### src/vcs_consts.svh
`ifndef VCS_CONSTS_SVH
`define VCS_CONSTS_SVH

`define VCS_ADDR_TRIM       8'h59
`define VCS_ADDR_HOLD       8'h5c
`define VCS_ADDR_CTRL       8'h5d
`define VCS_ADDR_STATE      8'h5e

`define VCS_HOLD_BIT        0
`define VCS_EN_BIT          0
`define VCS_STL_MSB         6
`define VCS_STL_LSB         4
`define VCS_TRIM_MSB        6

`define VCS_HOLD_RST        1'h0
`define VCS_EN_RST          1'h0
`define VCS_STL_RST         3'h4
`define VCS_TRIM_RST        7'h00
`define VCS_TRIM_MID        7'h40
`define VCS_TOP_IDX         3'h6

`define VCS_CLK_NS          40
`define VCS_SETTLE_UNIT_NS  1000
`define VCS_SETTLE_UNIT_CYC ((`VCS_SETTLE_UNIT_NS + `VCS_CLK_NS - 1) / `VCS_CLK_NS)

`endif

### src/vcs_pkg.sv
package vcs_pkg;

  typedef enum logic [1:0] {
    VCS_IDLE,
    VCS_SETTLE,
    VCS_DONE
  } vcs_state_t;

  typedef struct packed {
    logic       hold;
    logic       en;
    logic [2:0] settle;
    logic [6:0] trim;
    logic       done;
    vcs_state_t state;
    logic [2:0] idx;
    logic [7:0] cnt;
    logic [7:0] rdata;
  } vcs_regs_t;

endpackage : vcs_pkg

### src/vcs_sequencer.sv
`timescale 1ns/1ps
`include "vcs_consts.svh"

module vcs_sequencer #(
  parameter int unsigned SETTLE_UNIT_CYC = `VCS_SETTLE_UNIT_CYC
) (
  input  wire logic       clk_sys_in,
  input  wire logic       nrst_in,
  input  wire logic [7:0] addr_in,
  input  wire logic       wr_en_in,
  input  wire logic [7:0] wr_data_in,
  input  wire logic       rd_en_in,
  output logic      [7:0] rd_data_out,
  input  wire logic       osc_fast_in,
  output logic      [6:0] osc_tuning_word_out,
  output logic            synth_hold_reset_out,
  output logic            osc_cal_finished_out
);

  vcs_pkg::vcs_regs_t r_r;
  vcs_pkg::vcs_regs_t r_nxt;

  logic       release_w;
  logic [7:0] settle_cnt;

  // Settle span scales with the code; code 0 still waits one unit
  assign settle_cnt = 8'(({5'h0, r_r.settle} + 8'h01) * SETTLE_UNIT_CYC);
  assign release_w  = wr_en_in && addr_in == `VCS_ADDR_HOLD && r_r.hold
                      && !wr_data_in[`VCS_HOLD_BIT];

  always_comb begin
    r_nxt = r_r;
    if (wr_en_in) begin
      unique case (addr_in)
        `VCS_ADDR_HOLD: r_nxt.hold = wr_data_in[`VCS_HOLD_BIT];
        `VCS_ADDR_CTRL: begin
          r_nxt.en     = wr_data_in[`VCS_EN_BIT];
          r_nxt.settle = wr_data_in[`VCS_STL_MSB:`VCS_STL_LSB];
        end
        `VCS_ADDR_TRIM: r_nxt.trim = wr_data_in[`VCS_TRIM_MSB:0];
        default: ;
      endcase
    end
    unique case (r_r.state)
      vcs_pkg::VCS_IDLE: begin
        if (release_w) begin
          if (r_r.en) begin
            r_nxt.state = vcs_pkg::VCS_SETTLE;
            r_nxt.trim  = `VCS_TRIM_MID;
            r_nxt.idx   = `VCS_TOP_IDX;
            r_nxt.cnt   = settle_cnt;
            r_nxt.done  = 1'b0;
          end else begin
            r_nxt.state = vcs_pkg::VCS_DONE;
            r_nxt.done  = 1'b1;
          end
        end
      end
      vcs_pkg::VCS_SETTLE: begin
        if (r_r.cnt != 8'h00) begin
          r_nxt.cnt = r_r.cnt - 8'h01;
        end else begin
          // Fast oscillator: drop the trial bit; engine owns the word here
          r_nxt.trim = r_r.trim;
          if (osc_fast_in) begin
            r_nxt.trim[r_r.idx] = 1'b0;
          end
          if (r_r.idx == 3'h0) begin
            r_nxt.state = vcs_pkg::VCS_DONE;
            r_nxt.done  = 1'b1;
          end else begin
            r_nxt.idx                   = r_r.idx - 3'h1;
            r_nxt.trim[r_r.idx - 3'h1]  = 1'b1;
            r_nxt.cnt                   = settle_cnt;
          end
        end
      end
      vcs_pkg::VCS_DONE: ;
      default: r_nxt.state = vcs_pkg::VCS_IDLE;
    endcase
    // Hold wins over the state and done flag so a new run is armed for the next release
    if (r_nxt.hold) begin
      r_nxt.state = vcs_pkg::VCS_IDLE;
      r_nxt.done  = 1'b0;
    end
    r_nxt.rdata = r_r.rdata;
    if (rd_en_in) begin
      unique case (addr_in)
        `VCS_ADDR_TRIM:  r_nxt.rdata = {1'b0, r_r.trim};
        `VCS_ADDR_HOLD:  r_nxt.rdata = {7'h00, r_r.hold};
        `VCS_ADDR_CTRL:  r_nxt.rdata = {1'b0, r_r.settle, 3'h0, r_r.en};
        `VCS_ADDR_STATE: r_nxt.rdata = {7'h00, r_r.done};
        default:         r_nxt.rdata = 8'h00;
      endcase
    end
  end

  always_ff @(posedge clk_sys_in or negedge nrst_in) begin
    if (!nrst_in) begin
      r_r        <= '0;
      r_r.hold   <= `VCS_HOLD_RST;
      r_r.en     <= `VCS_EN_RST;
      r_r.settle <= `VCS_STL_RST;
      r_r.trim   <= `VCS_TRIM_RST;
      r_r.state  <= vcs_pkg::VCS_IDLE;
    end else begin
      r_r <= r_nxt;
    end
  end

  assign rd_data_out          = r_r.rdata;
  assign osc_tuning_word_out  = r_r.trim;
  assign synth_hold_reset_out = r_r.hold;
  assign osc_cal_finished_out = r_r.done;
endmodule : vcs_sequencer

### config.mk
export PLATFORM = sky130hd
export DESIGN_NAME = vcs_sequencer
export DESIGN_NICKNAME = d
export VERILOG_FILES = /design/src/vcs_pkg.sv /design/src/vcs_sequencer.sv
export VERILOG_INCLUDE_DIRS = /design/src /design/src/src
export SDC_FILE = /design/constraint.sdc
export NUM_CORES = 1
export LEC_CHECK = 0
export ABC_AREA = 1
export ABC_CLOCK_PERIOD_IN_PS = 2500
export BUFFER_PORTS_ARGS = -buffer_cell sky130_fd_sc_hd__buf_2
export CORE_ASPECT_RATIO = 0.9
export CORE_MARGIN = 2
export CORE_UTILIZATION = 54
export CTS_CLUSTER_SIZE = 24
export DETAILED_ROUTE_END_ITERATION = 10
export GPL_TIMING_DRIVEN = 0
export PLACE_DENSITY = 0.82
export SLEW_MARGIN = 40
export SYNTH_ARGS = -nofsm -noshare
export SYNTH_HDL_FRONTEND = slang
export SYNTH_SLANG_ARGS = --single-unit
export TNS_END_PERCENT = 10
### constraint.sdc
create_clock -name clk_sys_in -period 2.5 [get_ports clk_sys_in]
set_input_delay 0.25 -clock clk_sys_in [delete_from_list [all_inputs] [get_ports clk_sys_in]]
set_output_delay 0.25 -clock clk_sys_in [all_outputs]
set_load 0.05 [all_outputs]
==> impl_metrics.csv, run 1 <==
group,metric,value,unit
sta,maxSlewHeadroom,51.3,%
logic_synthesis,ys_top_cells_by_count,"nand2_1 (96), inv_1 (47), dfrtp_1 (32)",
critical_path,critPathMaxFanout,5,
placement,portBuffers,35,
sta,slew_violations,0,
global_route,globalRouteTotalUtil,22.0,%
pwr,leakagePower,1.59,nW
pwr,vdd_drop_max,0.360,mV
critical_path,crit_type,"flip-flop to flip-flop",
logic_synthesis,syn_inst,351,
detailed_routing,wl_met2,2450,um
final_layout,post-route-util,65.3,%
sta,worst-slew-pin-transition,0.730,ns
detailed_routing,routedLengthMet1,2660,um
clocking,cts_hold_buf,0,
sta,setup_tns,0,ns
critical_path,cp-end-kind,"flip-flop",
sta,hold_viol,0,
global_route,grt_overflow,0,
placement,place_congestion,0.936,
sta,setup_viol,0,
detailed_routing,totalWireLength,5530,um
clocking,clk_pin_slew_worst_paths,0.08,ns
sta,hold_slack,0.00906,ns
final_layout,antennaDiodeCount,0,
logic_synthesis,yosys.area.top_type_share,31.5,%
logic_synthesis,synth-async-reset-ratio,100,%
sta,fin_skew,0.00827,ns
critical_path,crit_required,2.68,ns
sta,period_share,86.8,%
floorplanning,die_w,76.3,um
clocking,cts_root_buf,"clkbuf_8",
logic_synthesis,yosysMostFrequentCell,"nand2_1",
floorplanning,ios,38,
pwr,p_per_area,495,mW/mm^2
critical_path,slowest_delay,0.44,ns
detailed_routing,dr.pass1.iters,4,
sta,rsz0062_at_grt,"false",
final_layout,area_growth,15.4,%
detailed_routing,ant_nets,0,
logic_synthesis,synth_top_area_cell,"dfrtp_1",
sta,max_freq,0.461,GHz
critical_path,start_kind,"flip-flop",
floorplanning,start_util,56.6,%
detailed_routing,top_layer_used,"met4",
clocking,cts_tree,"built",
critical_path,r2r_slack,0.33,ns
min_path,min_path_type,"primary input to asynchronous set/reset pin",
logic_synthesis,yosysSeqAreaShare,32.6,%
sta,fin_crit,2.17,ns
global_route,grt_pass1_wl,9490,um
global_route,grt_start_max_net_pins,34,
clocking,cts_max_level,2,
clocking,cts_inserted_buffers,5,
logic_synthesis,synth_edf_count,0,
detailed_routing,vias,2269,
floorplanning,rows,23,
logic_synthesis,yosysUniqueCellTypes,34,
status,status,"finished, final reports clean",
detailed_routing,post_drt_via_cell_ratio,4.96,
logic_synthesis,synth_flop_cell,"dfrtp_1",
critical_path,crit_top_cell,"nand2_1",
critical_path,crit_path_cell_trace,"ha_1 -> xor2_1 -> inv_1 -> ha_1 -> inv_1 -> ha_1 -> xor2_1 -> nand3b_1 -> nand2_1 -> nand2_1 -> nand2_1 -> nand2_1 -> nand2_1",
floorplanning,die_h,69.1,um
clocking,clkLatencyLatePin,0.29,ns
final_layout,drive_gt1_share,27.1,%
logic_synthesis,synth_warnings,0,
final_layout,multiInputGateArea,0.00137,mm^2
floorplanning,die_area,0.00527,mm^2
logic_synthesis,avgSynthCellArea,7.24,um^2
detailed_routing,drc_errors,0,
final_layout,nets,424,
clocking,cts_setup_buffers,0,
clocking,cts_buffer_depth,2,
critical_path,arrival,2.35,ns
clocking,cts_resized,0,
global_route,grt_pass1_vias,2098,
placement,hpwl,4150,um
floorplanning,core,0.00449,mm^2
global_route,antenna_found_initial,0,
pwr,power.total,1.45,mW
job,max_cap_violations,0,
clocking,clkSinkCount,33,
detailed_routing,avgRoutedWirePerCell,12.1,um
final_layout,fillCellCount,383,
detailed_routing,drt-initial-drc-count,114,
critical_path,reg2reg_depth,13,
final_layout,seq_area,827,um^2
logic_synthesis,synth_seq_cells,33,
critical_path,cp_slowest_cell,"dfrtp_1",
logic_synthesis,synth_area,0.00254,mm^2
detailed_routing,dr_wl_met3,305,um
logic_synthesis,synth_top_cells_by_area,"dfrtp_1 (32%), nand2_1 (14%), inv_1 (6.9%)",
## final cells by class
class / instances / share of cell area (%)
Inverter: 54 / 7.00
Sequential cell: 33 / 28.2
Multi-Input combinational cell: 246 / 46.7
Clock inverter: 3 / 2.22
Buffer: 19 / 4.91
Tap cell: 62 / 2.65
Clock buffer: 5 / 2.35
Timing Repair Buffer: 35 / 5.98
## critical path, delay by kind of cell, from the launching register on
| kind | cells | cell delay [ns] |
|---|---|---|
| flops | 1 | 0.44 |
| simple gates | 6 | 0.41 |
| fa+ha+maj | 3 | 0.69 |
| xor+xnor | 2 | 0.42 |
| buf+inv | 2 | 0.12 |
## report_power, final
part           internal, mW  switching [mW]
Sequential            0.557          0.0205
Combinational        0.0908           0.172
Clock                 0.396           0.213
Total                  1.04           0.406
## registers in the layout, indices dropped and copies added, names as in the netlist
| register | count |
|---|---|
| osc_cal_finished_out | 1 |
| osc_tuning_word_out | 7 |
| r_r | 17 |
| rd_data_out | 7 |
| synth_hold_reset_out | 1 |
## through the flow
| step | setup slack [ns] | cell area [um^2] | cells |
|---|---|---|---|
| finish | 0.330 | 2930 | 457 |
| global route | 0.146 | 2930 | 457 |
| CTS | 0.318 | 2930 | 457 |
| detailed placement | 0.353 | 2800 | 449 |
| global placement | 0.381 | 2800 | 449 |
| floorplan | 0.554 | 2540 | 352 |
## final timing paths
check	to	from
worst min register to register	r_r[31]$_DFFE_PN1P_	r_r[31]$_DFFE_PN1P_
min in group clk_sys_in	r_r[31]$_DFFE_PN1P_	wr_data_in[6]
worst max register to register	r_r[15]$_DFFE_PN0P_	r_r[29]$_DFFE_PN0P_
max in group asynchronous	r_r[14]$_DFFE_PN0P_	nrst_in
worst max-delay path	r_r[15]$_DFFE_PN0P_	r_r[29]$_DFFE_PN0P_
worst min-delay path	r_r[16]$_DFFE_PN0P_	nrst_in
## per-layer routing
metal | vias to the layer above | global-route usage, %
met1 | 1014 | 30.8
met5 | - | 0
met4 | 0 | 7.88
met3 | 13 | 4.19
met2 | 69 | 33.9
li1 | 1173 | -
## logic make-up (layout without fill, tap and decap cells)
family | Yosys count | in the layout | share of synthesized area (%)
compound gates | 54 | 54 | 13.1
xor+xnor | 5 | 5 | 1.72
fa+ha+maj | 9 | 9 | 4.43
buf+inv | 73 | 116 | 13.7
flops | 33 | 33 | 32.6
other cells | 1 | 2 | 0.148
simple gates | 176 | 176 | 34.3
## cell usage in the layout (no fill, tap or decap), drive strengths merged, types with 6 or more instances in the layout
cell / synthesis / routed
nand2: 109 / 109
inv: 54 / 54
buf: 18 / 53
nor2: 35 / 35
dfrtp: 32 / 32
o21ai: 28 / 28
nand3: 21 / 21
a21oi: 19 / 19
ha: 9 / 9
o22ai: 7 / 7
clkbuf: 1 / 6
Note: power is estimated with default switching activity, not from simulation.
==> inputs of run 2 (changes only) <==
CORE_UTILIZATION = 45   (was 54)
PLACE_DENSITY = 0.71   (was 0.82)
==> run 2 against run 1 <==
- critical path depth stayed put
- cell count is 1.3% higher
- global-route usage is 2.6 points lower
- fmax is 1.4% lower
- final area is 0.47% lower
- worst hold slack better by 0.23 ns
- clock power is 25% lower
- routed wire length hardly changed
- power is 11% lower
- first-iteration DRC count is 18% higher
- critical endpoint unchanged
- highest routed layer unchanged
==> impl_metrics.csv, run 2 (synthesis gave the netlist of run 1 again) <==
group,metric,value,unit
pwr,pwr-share-comb,20.3,%
clocking,clkSinkCount,33,
placement,portBuffers,35,
sta,rsz0062_at_grt,"false",
floorplanning,core,0.00535,mm^2
critical_path,start_kind,"flip-flop",
sta,hold_viol,0,
pwr,clkPwrFrac,35.1,%
global_route,grt_start_max_net_pins,34,
pwr,p_seq_share,44.7,%
critical_path,crit_type,"flip-flop to flip-flop",
critical_path,critPathMaxFanout,5,
final_layout,mostFrequentLayoutCell,"nand2_1",
sta,fin_skew,0.00414,ns
floorplanning,rows,25,
clocking,cts_max_level,2,
final_layout,largest_register_ff_count,17,
pwr,leakagePower,1.58,nW
clocking,cts_resized,0,
final_layout,drive_gt1_share,27.0,%
pwr,vdd_drop_max,0.216,mV
pwr,p_int,0.899,mW
placement,place_congestion,0.860,
detailed_routing,post_drt_via_cell_ratio,4.90,
sta,max_freq,0.454,GHz
min_path,min_path_type,"primary input to flip-flop",
clocking,cts_hold_buf,0,
floorplanning,start_util,47.5,%
sta,setup_tns,0,ns
global_route,antenna_found_initial,0,
final_layout,mostFrequentLayoutCells,"nand2_1 (96), inv_1 (47), buf_2 (35)",
clocking,cts_root_buf,"clkbuf_8",
final_layout,fillCellCount,517,
final_layout,top_register,"r_r",
floorplanning,die_h,75.3,um
detailed_routing,totalWireLength,5530,um
global_route,grt_overflow,0,
final_layout,seq_area,827,um^2
pwr,sw_frac_of_total,30.7,%
critical_path,crit_required,2.68,ns
floorplanning,ios,38,
placement,hpwl,4190,um
global_route,grt_pass1_wl,9760,um
pwr,p_switching,0.397,mW
global_route,globalRouteTotalUtil,19.4,%
floorplanning,die_area,0.00626,mm^2
critical_path,cp-end-kind,"flip-flop",
detailed_routing,avgRoutedWirePerCell,11.9,um
global_route,grt_pass1_vias,2180,
sta,fin_crit,2.20,ns
floorplanning,die_w,83.2,um
clocking,cts_setup_buffers,0,
final_layout,multiInputGateArea,0.00137,mm^2
clocking,clkLatencyLatePin,0.29,ns
detailed_routing,drc_errors,0,
sta,slew_violations,0,
final_layout,antennaDiodeCount,0,
detailed_routing,dr.pass1.iters,4,
clocking,cts_inserted_buffers,5,
final_layout,post-route-util,54.5,%
final_layout,nets,425,
critical_path,arrival,2.38,ns
status,status,"finished, final reports clean",
sta,period_share,88.0,%
sta,setup_viol,0,
clocking,clk_pin_slew_worst_paths,0.07,ns
clocking,cts_buffer_depth,2,
job,max_cap_violations,0,
detailed_routing,ant_nets,0,
detailed_routing,drt-initial-drc-count,135,
clocking,cts_tree,"built",
pwr,p_per_area,444,mW/mm^2
detailed_routing,vias,2268,
final_layout,area_growth,14.8,%
==> run 2: through the flow <==
| step | hold slack [ns] | power (mW) | setup WS [ns] | cells | instance area, um^2 |
|---|---|---|---|---|---|
| floorplan | -0.0456 | 0.776 | 0.554 | 352 | 2540 |
| global placement | 0.361 | 0.843 | 0.372 | 454 | 2800 |
| detailed placement | 0.365 | 0.849 | 0.324 | 454 | 2800 |
| CTS | 0.0634 | 1.31 | 0.301 | 462 | 2900 |
| global route | 0.260 | 1.37 | 0.110 | 463 | 2920 |
| finish | 0.242 | 1.30 | 0.299 | 463 | 2920 |
==> run 2: routing by layer <==
| metal | vias to the layer above | routed length (um) | track usage (%) |
|---|---|---|---|
| met4 | 0 | 108 | 7.65 |
| met1 | 1009 | 2750 | 25.0 |
| met2 | 61 | 2410 | 32.8 |
| met3 | 13 | 255 | 3.84 |
| met5 | - | 0 | 0 |
| li1 | 1185 | - | - |
==> run 2: worst max-delay path, cell delays in order (launching register included) <==
cell,delay (ns)
dfrtp_1,0.43
ha_1,0.23
xor2_1,0.25
inv_1,0.08
ha_1,0.27
inv_1,0.04
ha_1,0.19
xor2_1,0.17
nand3b_1,0.13
nand2_1,0.06
nand2_1,0.08
nand2_1,0.05
nand2_1,0.05
nand2_1,0.05
==> run 2: worst paths after layout <==
check | startpoint | endpoint | slack, ns | cells past startpoint
worst max-delay path | r_r[29]$_DFFE_PN0P_ | r_r[15]$_DFFE_PN0P_ | 0.30 | 13
worst min-delay path | wr_data_in[6] | r_r[31]$_DFFE_PN1P_ | 0.24 | 3
worst max register to register | r_r[29]$_DFFE_PN0P_ | r_r[15]$_DFFE_PN0P_ | 0.30 | 13
worst min register to register | r_r[15]$_DFFE_PN0P_ | r_r[15]$_DFFE_PN0P_ | 0.51 | 2
max in group asynchronous | nrst_in | r_r[31]$_DFFE_PN1P_ | 1.72 | 2
min in group asynchronous | nrst_in | r_r[16]$_DFFE_PN0P_ | 0.45 | 2
==> run 2: area by class of cell <==
cell class	instances	area share [%]
well taps	67	2.87
clock buffers	7	3.30
inverters	54	7.04
clock inverters	1	0.172
multi-input cells	246	46.9
plain buffers	19	4.93
repair buffers	36	6.44
flip-flops and latches	33	28.4
==> run 2: power groups by stage <==
stage	sequential, mW	clock (mW)	combinational (mW)
global placement	0.587	0	0.256
global route	0.582	0.489	0.294
CTS	0.578	0.464	0.263
detailed placement	0.588	0	0.261
floorplan	0.586	0	0.190
finish	0.579	0.455	0.262
